### src/include/lcd_timing_pkg.sv
package lcd_timing_pkg;

  // ****************************************
  // Register map
  // ****************************************
  localparam logic [11:0] lcd_timing_control_off          = 12'h0094 << 2;  // Index 0x94
  localparam logic [11:0] charge_pump_display_control_off = 12'h0095 << 2;  // Index 0x95
  localparam logic [7:0]  lcd_timing_control_rst          = 8'h00;
  localparam logic [7:0]  charge_pump_display_control_rst = 8'h00;

  // ****************************************
  // Field positions
  // ****************************************
  localparam int base_freq_sel_lo_pos  = 0;
  localparam int drive_duty_lo_pos     = 2;
  localparam int ref_clock_sel_pos     = 4;
  localparam int boost_freq_sel_lo_pos = 5;
  localparam int boost_enable_pos      = 6;
  localparam int display_enable_pos    = 7;

  // ****************************************
  // Divider exponents (main clock, sub clock)
  // ****************************************
  localparam logic [4:0] base_exp_main_0  = 5'h12;
  localparam logic [4:0] base_exp_sub_0   = 5'h09;
  localparam logic [4:0] boost_exp_main_0 = 5'h0E;
  localparam logic [4:0] boost_exp_main_1 = 5'h0C;
  localparam logic [4:0] boost_exp_sub_0  = 5'h05;
  localparam logic [4:0] boost_exp_sub_1  = 5'h03;

  typedef enum logic [1:0] {
    duty_quarter,
    duty_third,
    duty_half,
    duty_static
  } duty_t;

endpackage : lcd_timing_pkg

### src/rtl/lcd_drive_timing_control.sv
// Operation
// RL1: ref_clock_sel 0 picks main oscillator, 1 picks sub oscillator for both dividers.
// RL2: Main tick comes from primary crystal, sub tick from low-speed crystal.
// RL3: Duty code 00 quarter, 01 third, 10 half, 11 static common drive.
// RL4: Base frame clock divides main by 2^18..2^15 or sub by 2^9..2^6.
// RL5: Boost clock divides main by 2^14,12,11,10 or sub by 2^5,3,2,1.
// RL6: display_enable low blanks segments, high allows display drive.
// RL7: boost_enable low stops charge pump, high runs it at chosen rate.
// RL8: Reset clears all control fields: blanked, no boost, quarter duty, main clock.
//
// Chosen here: the APB slave port.
`timescale 1ns/1ps
module lcd_drive_timing_control (
  input  wire logic        clk_sys,
  input  wire logic        arst_n,
  input  wire logic        psel,
  input  wire logic        penable,
  input  wire logic        pwrite,
  input  wire logic [11:0] paddr,
  input  wire logic [31:0] pwdata,
  input  wire logic [3:0]  pstrb,
  output logic      [31:0] prdata,
  output logic             pready,
  output logic             pslverr,
  input  wire logic        main_osc_tick,
  input  wire logic        sub_osc_tick,
  output logic             base_clk,
  output logic             boost_clk,
  output logic             display_on,
  output logic [1:0]       drive_duty,
  output logic             static_drive
);

  // ****************************************
  // Register bus
  // ****************************************
  logic [7:0]  lcd_ctl_reg, lcd_ctl_next;
  logic [7:0]  chp_ctl_reg, chp_ctl_next;
  logic [31:0] prdata_reg, prdata_next;
  logic        pready_reg, pready_next;
  logic        pslverr_reg, pslverr_next;

  // ****************************************
  // Address decode
  // ****************************************

  // Address decode shared by read and write paths
  function automatic logic [1:0] decode(input logic [11:0] a);
    if (a == lcd_timing_pkg::lcd_timing_control_off) begin
      return 2'b01;
    end else if (a == lcd_timing_pkg::charge_pump_display_control_off) begin
      return 2'b10;
    end
    return 2'b00;
  endfunction : decode

  // A decoded address names one of the two registers
  function automatic logic is_mapped(input logic [1:0] hit);
    return hit != 2'b00;
  endfunction : is_mapped

  // Registers are one byte wide, so only the low lane strobe counts
  function automatic logic strobe_ok(input logic [3:0] strb);
    return strb[0];
  endfunction : strobe_ok

  // ****************************************
  // Write and read values
  // ****************************************

  // Byte kept in the timing register; bit 7 holds no field
  function automatic logic [7:0] lcd_write_value(input logic [31:0] d);
    logic [7:0] v;
    v    = d[7:0];
    v[7] = 1'b0;
    return v;
  endfunction : lcd_write_value

  // Byte kept in the pump register; bits 5:0 hold no field
  function automatic logic [7:0] chp_write_value(input logic [31:0] d);
    logic [7:0] v;
    v                                     = 8'h00;
    v[lcd_timing_pkg::display_enable_pos] = d[lcd_timing_pkg::display_enable_pos];
    v[lcd_timing_pkg::boost_enable_pos]   = d[lcd_timing_pkg::boost_enable_pos];
    return v;
  endfunction : chp_write_value

  // Word returned by a read; the timing register is write-only
  function automatic logic [31:0] read_value(input logic [1:0] hit,
                                             input logic [7:0] chp);
    logic [31:0] w;
    w = 32'h0000_0000;
    if (hit[1]) begin
      w = {24'h00_0000, chp};
    end
    return w;
  endfunction : read_value

  // ****************************************
  // Bus state
  // ****************************************

  // Next register values and bus answer, one wait state
  always_comb begin
    logic [1:0] hit;
    logic       acc;
    hit          = decode(paddr);
    acc          = psel && penable && !pready_reg;
    lcd_ctl_next = lcd_ctl_reg;
    chp_ctl_next = chp_ctl_reg;
    prdata_next  = 32'h0000_0000;
    pready_next  = acc;
    pslverr_next = acc && !is_mapped(hit);
    if (acc && pwrite && strobe_ok(pstrb)) begin
      if (hit[0]) begin
        lcd_ctl_next = lcd_write_value(pwdata);  // RL1 RL3 RL4 RL5
      end
      if (hit[1]) begin
        chp_ctl_next = chp_write_value(pwdata);  // RL6 RL7
      end
    end
    if (acc && !pwrite) begin
      prdata_next = read_value(hit, chp_ctl_reg);  // Write-only timing reg reads zero
    end
  end

  // Control and bus answer registers
  always_ff @(posedge clk_sys or negedge arst_n) begin
    if (!arst_n) begin
      lcd_ctl_reg <= lcd_timing_pkg::lcd_timing_control_rst;  // RL8
      chp_ctl_reg <= lcd_timing_pkg::charge_pump_display_control_rst;  // RL8
      prdata_reg  <= 32'h0000_0000;
      pready_reg  <= 1'b0;
      pslverr_reg <= 1'b0;
    end else begin
      lcd_ctl_reg <= lcd_ctl_next;
      chp_ctl_reg <= chp_ctl_next;
      prdata_reg  <= prdata_next;
      pready_reg  <= pready_next;
      pslverr_reg <= pslverr_next;
    end
  end

  // Bus outputs straight from their registers
  assign prdata  = prdata_reg;
  assign pready  = pready_reg;
  assign pslverr = pslverr_reg;

  // ****************************************
  // Field extraction
  // ****************************************
  // Two-bit field at a given position of a control byte
  function automatic logic [1:0] field_pair(input logic [7:0] r,
                                            input int         pos);
    return r[pos +: 2];
  endfunction : field_pair

  // Single flag at a given position of a control byte
  function automatic logic field_bit(input logic [7:0] r,
                                     input int         pos);
    return r[pos];
  endfunction : field_bit

  logic [1:0] base_sel, boost_sel, duty_sel;
  logic       use_sub, disp_en, boost_en;
  // Control fields split out for the dividers and outputs
  assign base_sel  = field_pair(lcd_ctl_reg, lcd_timing_pkg::base_freq_sel_lo_pos);
  assign duty_sel  = field_pair(lcd_ctl_reg, lcd_timing_pkg::drive_duty_lo_pos);
  assign use_sub   = field_bit(lcd_ctl_reg, lcd_timing_pkg::ref_clock_sel_pos);
  assign boost_sel = field_pair(lcd_ctl_reg, lcd_timing_pkg::boost_freq_sel_lo_pos);
  assign boost_en  = field_bit(chp_ctl_reg, lcd_timing_pkg::boost_enable_pos);
  assign disp_en   = field_bit(chp_ctl_reg, lcd_timing_pkg::display_enable_pos);

  // ****************************************
  // Dividers
  // ****************************************
  logic [17:0] div_cnt_reg, div_cnt_next;
  logic        base_clk_reg, base_clk_next;
  logic        boost_clk_reg, boost_clk_next;
  logic        disp_reg, disp_next;
  logic [1:0]  duty_reg, duty_next;
  logic        static_reg, static_next;
  logic [4:0]  base_exp, boost_exp;

  // ****************************************
  // Divider exponent tables
  // ****************************************

  // Base frame exponent: one period is 2^n reference ticks
  function automatic logic [4:0] base_exponent(input logic       sub,
                                               input logic [1:0] code);
    logic [4:0] top;
    logic [4:0] n;
    top = sub ? lcd_timing_pkg::base_exp_sub_0
              : lcd_timing_pkg::base_exp_main_0;  // RL1
    n   = top;
    unique case (code)  // RL4
      2'b00: n = top;
      2'b01: n = top - 5'h01;
      2'b10: n = top - 5'h02;
      2'b11: n = top - 5'h03;
    endcase
    return n;
  endfunction : base_exponent

  // Boost exponent: code 00 stands apart, 01 to 11 step down by one
  function automatic logic [4:0] boost_exponent(input logic       sub,
                                                input logic [1:0] code);
    logic [4:0] first;
    logic [4:0] step;
    logic [4:0] n;
    first = sub ? lcd_timing_pkg::boost_exp_sub_0
                : lcd_timing_pkg::boost_exp_main_0;  // RL1
    step  = sub ? lcd_timing_pkg::boost_exp_sub_1
                : lcd_timing_pkg::boost_exp_main_1;  // RL1
    n     = first;
    unique case (code)  // RL5
      2'b00: n = first;
      2'b01: n = step;
      2'b10: n = step - 5'h01;
      2'b11: n = step - 5'h02;
    endcase
    return n;
  endfunction : boost_exponent

  // Counter bit n-1 flips every 2^(n-1) ticks; toggling on it gives 2^n
  function automatic logic half_period_edge(input logic [17:0] flipped,
                                            input logic [4:0]  n);
    logic [4:0] idx;
    idx = n - 5'h01;
    return flipped[idx];
  endfunction : half_period_edge

  // A square wave flips on every half-period edge
  function automatic logic next_square(input logic q,
                                       input logic flip);
    return q ^ flip;
  endfunction : next_square

  // Reference tick of the chosen oscillator
  function automatic logic select_tick(input logic sub,
                                       input logic main_t,
                                       input logic sub_t);
    return sub ? sub_t : main_t;
  endfunction : select_tick

  // Static drive leaves the commons unmultiplexed
  function automatic logic duty_is_static(input logic [1:0] code);
    return code == 2'(lcd_timing_pkg::duty_static);
  endfunction : duty_is_static

  // ****************************************
  // Divider chain
  // ****************************************

  // Exponents for the fields now in force
  always_comb begin
    base_exp  = base_exponent(use_sub, base_sel);  // RL1 RL4
    boost_exp = boost_exponent(use_sub, boost_sel);  // RL1 RL5
  end

  // Reference tick selection; a field change may cut one period short
  always_comb begin
    logic        tick;
    logic [17:0] cnt_inc;
    logic [17:0] flipped;
    tick           = select_tick(use_sub, main_osc_tick, sub_osc_tick);  // RL1 RL2
    cnt_inc        = div_cnt_reg + 18'h0_0001;
    div_cnt_next   = tick ? cnt_inc : div_cnt_reg;
    flipped        = tick ? (cnt_inc ^ div_cnt_reg) : 18'h0_0000;
    base_clk_next  = next_square(base_clk_reg, half_period_edge(flipped, base_exp));  // RL4
    boost_clk_next = boost_en ? next_square(boost_clk_reg,
                                            half_period_edge(flipped, boost_exp))
                              : 1'b0;  // RL7
    disp_next      = disp_en;  // RL6
    duty_next      = duty_sel;  // RL3
    static_next    = duty_is_static(duty_sel);  // RL3
  end

  // ****************************************
  // Divider registers
  // ****************************************

  // Counter, square waves and registered panel controls
  always_ff @(posedge clk_sys or negedge arst_n) begin
    if (!arst_n) begin
      div_cnt_reg   <= 18'h0_0000;
      base_clk_reg  <= 1'b0;
      boost_clk_reg <= 1'b0;
      disp_reg      <= 1'b0;
      duty_reg      <= 2'h0;
      static_reg    <= 1'b0;
    end else begin
      div_cnt_reg   <= div_cnt_next;
      base_clk_reg  <= base_clk_next;
      boost_clk_reg <= boost_clk_next;
      disp_reg      <= disp_next;
      duty_reg      <= duty_next;
      static_reg    <= static_next;
    end
  end

  // ****************************************
  // Panel outputs
  // ****************************************

  // Panel side outputs straight from their registers
  assign base_clk     = base_clk_reg;
  assign boost_clk    = boost_clk_reg;
  assign display_on   = disp_reg;
  assign drive_duty   = duty_reg;
  assign static_drive = static_reg;

endmodule : lcd_drive_timing_control

### config.mk
export PLATFORM = sky130hd
export DESIGN_NAME = lcd_drive_timing_control
export DESIGN_NICKNAME = d
export VERILOG_FILES = /design/src/include/lcd_timing_pkg.sv /design/src/rtl/lcd_drive_timing_control.sv
export SDC_FILE = /design/constraint.sdc
export NUM_CORES = 1
export LEC_CHECK = 0
export ABC_AREA = 1
export BUFFER_PORTS_ARGS = -buffer_cell sky130_fd_sc_hd__buf_4
export CORE_ASPECT_RATIO = 0.75
export CORE_MARGIN = 2
export CORE_UTILIZATION = 52
export CTS_BUF_LIST = sky130_fd_sc_hd__clkbuf_8
export DETAILED_ROUTE_END_ITERATION = 12
export GPL_TIMING_DRIVEN = 0
export PLACE_DENSITY = 0.91
export SLEW_MARGIN = 20
export SYNTH_ARGS = -nofsm -noshare
export SYNTH_HDL_FRONTEND = slang
export SYNTH_SLANG_ARGS = --single-unit
### constraint.sdc
create_clock -name clk_sys -period 2.7 [get_ports clk_sys]
set_input_delay 0.54 -clock clk_sys [delete_from_list [all_inputs] [get_ports clk_sys]]
set_output_delay 0.54 -clock clk_sys [all_outputs]
set_load 0.02 [all_outputs]
Yosys cells after proc, flatten, opt, wreduce, memory -nomap -nowiden:

Index checks and enable logic that the tools add are counted.

* add/sub/neg operators: 8
* magnitude comparators: 2
* equal/unequal tests: 9
* mux-type cells: 19
* bitwise operators: 3
* reduce and logical (&&, ||, !) cells: 14

Operator list (number)
* case mux 5 bit (4 select lines): 2
* equality test 12 x 10 -> 1 bit, second input constant: 2
* adder 18 x 1 -> 18 bit, second input constant: 1
* 2-to-1 mux 18 bit: 1
* bitwise XOR 18 bit: 1
* 2-to-1 mux 8 bit: 2
* subtractor 5 x 1 -> 5 bit, second input constant: 3
* < comparator 5 x 6 -> 1 bit, second input constant: 2
* binary-select mux 1 bit (select 5 bit): 2
* equality test 2 bit, second input constant: 5
* subtractor 5 x 2 -> 5 bit, second input constant: 2
* 2-to-1 mux 4 bit: 2
* logical AND 1 bit: 6
* 2-to-1 mux 1 bit: 6
* 2-to-1 mux 2 bit: 3
* 2-to-1 mux 5 bit: 1
* subtractor 4 x 1 -> 5 bit, second input constant: 1
* subtractor 4 x 2 -> 5 bit, second input constant: 1
* equality test 2 x 1 -> 1 bit, second input constant: 2
* logical NOT 2 bit: 2
* AND reduction 2 bit: 2
* logical NOT 1 bit: 3
* nonzero test 2 bit: 1
* bitwise XOR 1 bit: 2

* register bits: 67
* output and inout port bits: 40

Longest topological paths before layout:

* depth after elaboration: 8
* mapped depth: 17

Worst setup path after synthesis:

OpenSTA, ideal clock, no wires.

* kind: register to register
* start: register lcd_ctl_reg[0]
* end: register base_clk_reg (netlist: base_clk)
* setup time: 0.117 ns
* data arrival time: 2.121 ns
* path slack: 0.461 ns
* cell stages (with the launch flop): 16
* cell sequence: dfrtp_1 buf_2 nand2_1 ha_1 nand2_1 o21ai_0 xor2_1 ha_1 inv_1 o21ai_0 o21ai_1 nand2_1 nand3_1 nand2_1 nand3b_1 nand2_1

* word-level cells in the longest chain between the ends: 6
* elaborated cells between the ends (all ways): 9
* those cells by class: 1 x add/sub; 3 x eq/ne; 3 x mux; 1 x bitwise; 1 x reduce/logical

Ends and longest elaborated chain
* start: declaration: RTL line lcd_drive_timing_control.sv:37 `logic [7:0] lcd_ctl_reg, lcd_ctl_next;`
* start signal: assignment: RTL line lcd_drive_timing_control.sv:130 `lcd_ctl_reg <= lcd_timing_pkg::lcd_timing_control_rst;`
* start signal: assignment: RTL line lcd_drive_timing_control.sv:136 `lcd_ctl_reg <= lcd_ctl_next;`
* equality test 2 bit, or another cell as far along: RTL line lcd_drive_timing_control.sv:197 `unique case (code)`
* case mux 5 bit (4 select lines) (*): RTL line lcd_drive_timing_control.sv:197
* subtractor 5 x 1 -> 5 bit (*): RTL line lcd_drive_timing_control.sv:230 `idx = n - 5'h01;`
* binary-select mux 1 bit (select 5 bit) (*): RTL line lcd_drive_timing_control.sv:231 `return flipped[idx];`
* 2-to-1 mux 1 bit (not written as such) (*): RTL line lcd_drive_timing_control.sv:231
* bitwise XOR 1 bit (*): RTL line lcd_drive_timing_control.sv:237 `return q ^ flip;`
* named net base_clk_next: RTL line lcd_drive_timing_control.sv:178 `logic base_clk_reg, base_clk_next;`
* end signal: assignment: RTL line lcd_drive_timing_control.sv:295 `base_clk_reg <= base_clk_next;`
* end: declaration: RTL line lcd_drive_timing_control.sv:178

Mark *: on every way through the listed nets, which the timed path passes. The rest lies on a longest branch. The select of a mux whose other input is x is not followed.
A chain may end at the register's enable or synchronous reset.

Worst setup path after layout:

Same ends and word-level chain as after synthesis.

==> summary.md <==
| Metric | Value |
|---|---|
| Clock Pin Slew Worst Setup and Hold Paths | `0.07 ns` |
| Sw Pwr | `468 uW` |
| Area leader, netlist | `dfrtp_1` |
| Placed cells | `462` |
| Fin util | `65.9%` |
| Clock group share of total power | `33.4%` |
| Top Usage Layer GRT | `met2` |
| Place WS | `0.238 ns` |
| Final instance area | `3210 um^2` |
| Slowest stage delay, CP | `0.40 ns` |
| YS warnings | `0` |
| Routability congestion estimate | `0.965` |
| Routed via count | `2253` |
| Number of diodes | `0` |
| Synth cell types | `37` |
| Setup Viol. Count Final | `0` |
| Max-cap violation count | `0` |
| Fin cells | `470` |
| Sequential fraction of the synthesis area | `34.5%` |
| Fin. Hold Viols | `0` |
| Critical path data arrival time | `2.69 ns` |
| Overall Global Routing Usage | `19.7%` |
| Synthesized instance count | `336` |
| Worst Skew | `0.00500 ns` |
| Area growth from synthesis to layout | `22.8%` |
| Reg-to-Reg Start | `lcd_ctl_reg[0]$_DFFE_PN0P_` |
| Root Buffer | `clkbuf_8` |
| Worst path most repeated cell | `nand2_1` |
| Peak supply drop | `0.000315 V` |
| Cell Pwr Density | `484 nW/um^2` |
| Sequential Power Share | `41.7%` |
| CTS tree | `yes` |
| Post-route ant nets | `0` |
| RR Endpoint | `base_clk$_DFF_PN0_` |
| Cell Chain, Critical Path | `buf_2, nand2_1, ha_1, nand2_1, o21ai_0, xor2_1, ha_1, inv_2, a21oi_2, o21ai_1, o21ai_1, nand2_1, nand3_1, nand2_1, nand3b_1, nand2_1` |
| DRT iter0 DRCs | `189` |
| Slowest-stage cell, CP | `ha_1` |
| Startpoint types | `register` |
| Drt pass-1 iters | `7` |
| Commonest cells after routing, fill and taps aside | `89 x nand2_1, 67 x buf_4, 36 x nand3_1, 36 x dfrtp_1, 32 x inv_1` |
| Met2 GRT Util | `31.9%` |
| I/O pin count | `95` |
| Worst Path Required | `2.89 ns` |
| Register-to-register setup slack | `0.19 ns` |
| Die height | `65.4 um` |
| GRT met1 Usage | `26.1%` |
| Pint | `1090 uW` |
| # Post-CTS Setup Buffers | `0` |
| H-tree levels | `2` |
| FF-to-FF path depth | `16` |
| Vias in the first global route | `1980` |
| M3 GR Usage | `5.78%` |
| Post-place instance area | `3080 um^2` |
| Largest net degree at the start of global routing | `37` |
| Initial antenna violation count | `0` |
| CORE AREA | `4870 um^2` |
| Crit path depth | `16` |
| Sw Share | `30.1%` |
| Reg area | `901 um^2` |
| Worst Setup Path Type | `register to register` |
| Synthesis-stage register bit count | `36` |
| Max reg flops | `17` |
| Avg Vias per Cell | `4.79` |
| Ys async rst share | `100%` |
| Longest Clk Path Bufs | `2` |
| Period utilization | `92.8%` |
| Chip Width | `85.9 um` |
| Num CTS Buffers | `5` |
| Post-synth EDFFs | `0` |
| Pins over their slew limit | `0` |
| Most common cell after layout, fill and taps aside | `nand2_1` |
| Fin crit period | `2.51 ns` |
| Fmax achieved | `0.399 GHz` |
| Part of the power in combinational logic | `24.9%` |
| Ys flop type | `dfrtp_1` |
| Crit Path Max Fanout | `8` |
| I/O Buffers | `37` |
| # hold bufs at CTS | `0` |
| Leak | `0.00175 uW` |
| Post-CTS sizing | `0` |
| Die area | `5620 um^2` |
| Area share of the largest cell type after synthesis | `34.5%` |
| Initial core utilization | `53.6%` |
| CP endpoint kind | `register` |
| Final WS setup | `0.194 ns` |
| Fill cell count | `384` |
| First-pass GRT wire length | `8830 um` |
| Number of remaining DRC errors | `0` |
| Dominant cells by area after synthesis | `dfrtp_1 34%, nand2_1 13%, buf_4 8.6%` |
| Mapped cell area | `2610 um^2` |
| Later-pin clock latency in the skew report | `0.29 ns` |
| Wire length per cell | `10.9 um` |
| Nets | `469` |
| Post-DP HPWL | `4130 um` |
| Clk sinks | `36` |
| Crit path from | `lcd_ctl_reg[0]$_DFFE_PN0P_` |
| Critical Path End | `base_clk$_DFF_PN0_` |
| Syn_area_per_cell | `7.78 um^2` |
| Worst hold path class | `input port to async pin` |
| Outcome | `finished, final reports clean` |
| Layout cells sized above 1 | `27.1%` |
| Remaining Overflow, GRT | `0` |
| Final wirelength | `5130 um` |
| Crit path buf inv count | `2` |
| Area of the multi-input gates | `1440 um^2` |
| Placement row count | `22` |
| Crit-path leading delay family | `adder cells` |
-- routing by layer --
layer  vias up  part of all wire, %
met2        79                   46
met5         -                    0
met3         6                  8.1
met4         0                  1.1
met1      1014                   45
li1       1154                    -
-- cell families after synthesis --
group	after synthesis	share of synthesized area [%]
simple gates	178	33.2
flops	36	34.5
xor+xnor	20	7.42
buf+inv	70	15.1
fa+ha+maj	5	2.39
mux	7	3.02
other cells	1	0.143
compound gates	19	4.31
-- power by group through the flow --
| stage | clock (uW) | combinational [uW] | sequential [uW] |
|---|---|---|---|
| after floorplan | 0 | 297 | 646 |
| after global placement | 0 | 373 | 652 |
| after detailed placement | 0 | 385 | 658 |
| after CTS | 531 | 386 | 648 |
| after global routing | 550 | 432 | 656 |
| final | 519 | 387 | 648 |
-- how the worst min path moves through the flow --
| stage | startpoint | cells past startpoint | endpoint | slack [ns] |
|---|---|---|---|---|
| after global placement | lcd_ctl_reg[3]$_DFFE_PN0P_ | 0 | drive_duty[1]$_DFF_PN0_ | 0.38 |
| after detailed placement | lcd_ctl_reg[2]$_DFFE_PN0P_ | 0 | drive_duty[0]$_DFF_PN0_ | 0.39 |
| after CTS | arst_n | 1 | lcd_ctl_reg[4]$_DFFE_PN0P_ | 0.21 |
| final | arst_n | 1 | div_cnt_reg[11]$_DFFE_PN0P_ | 0.19 |
| after global routing | arst_n | 1 | base_clk$_DFF_PN0_ | 0.23 |
| after floorplan | arst_n | 0 | base_clk$_DFF_PN0_ | 0.24 |
-- worst register-to-register path: stages, from the launching register on --
cell and delay (ns):
dfrtp_1 0.32, buf_2 0.21, nand2_1 0.10, ha_1 0.28, nand2_1 0.08, o21ai_0 0.10
xor2_1 0.17, ha_1 0.40, inv_2 0.09, a21oi_2 0.10, o21ai_1 0.07, o21ai_1 0.10
nand2_1 0.07, nand3_1 0.08, nand2_1 0.09, nand3b_1 0.09, nand2_1 0.06
-- cell usage after synthesis (3+ instances only) --
cell      number
buf_4         30
nand3b_1       3
a21oi_1        3
nand4_1        3
mux2_2         7
nor3_1         5
o21ai_1        4
nand3_1       36
ha_1           5
nand3_2        3
xnor2_1       11
xor2_1         8
dfrtp_1       36
inv_1         33
nor2_1        23
o21ai_0        7
inv_2          3
nand2_4        3
nand2_1       89
-- per-stage QoR --
| stage | total power [uW] | hold WS [ns] | setup TNS [ns] |
|---|---|---|---|
| finish | 1550 | 0.194 | 0 |
| global route | 1640 | 0.226 | -0.0627 |
| CTS | 1560 | 0.208 | 0 |
| detailed placement | 1040 | 0.393 | 0 |
| global placement | 1020 | 0.383 | 0 |
| floorplan | 943 | 0.244 | 0 |
-- cell type report --
cell class / count / area share [%]
plain buffers: 33 / 7.88
clock buffers: 7 / 3.00
clock inverters: 1 / 0.936
inverters: 37 / 4.41
multi-input cells: 259 / 44.7
flip-flops and latches: 36 / 28.1
well taps: 60 / 2.34
repair buffers: 37 / 8.65
(Power assumes the default switching activity.)
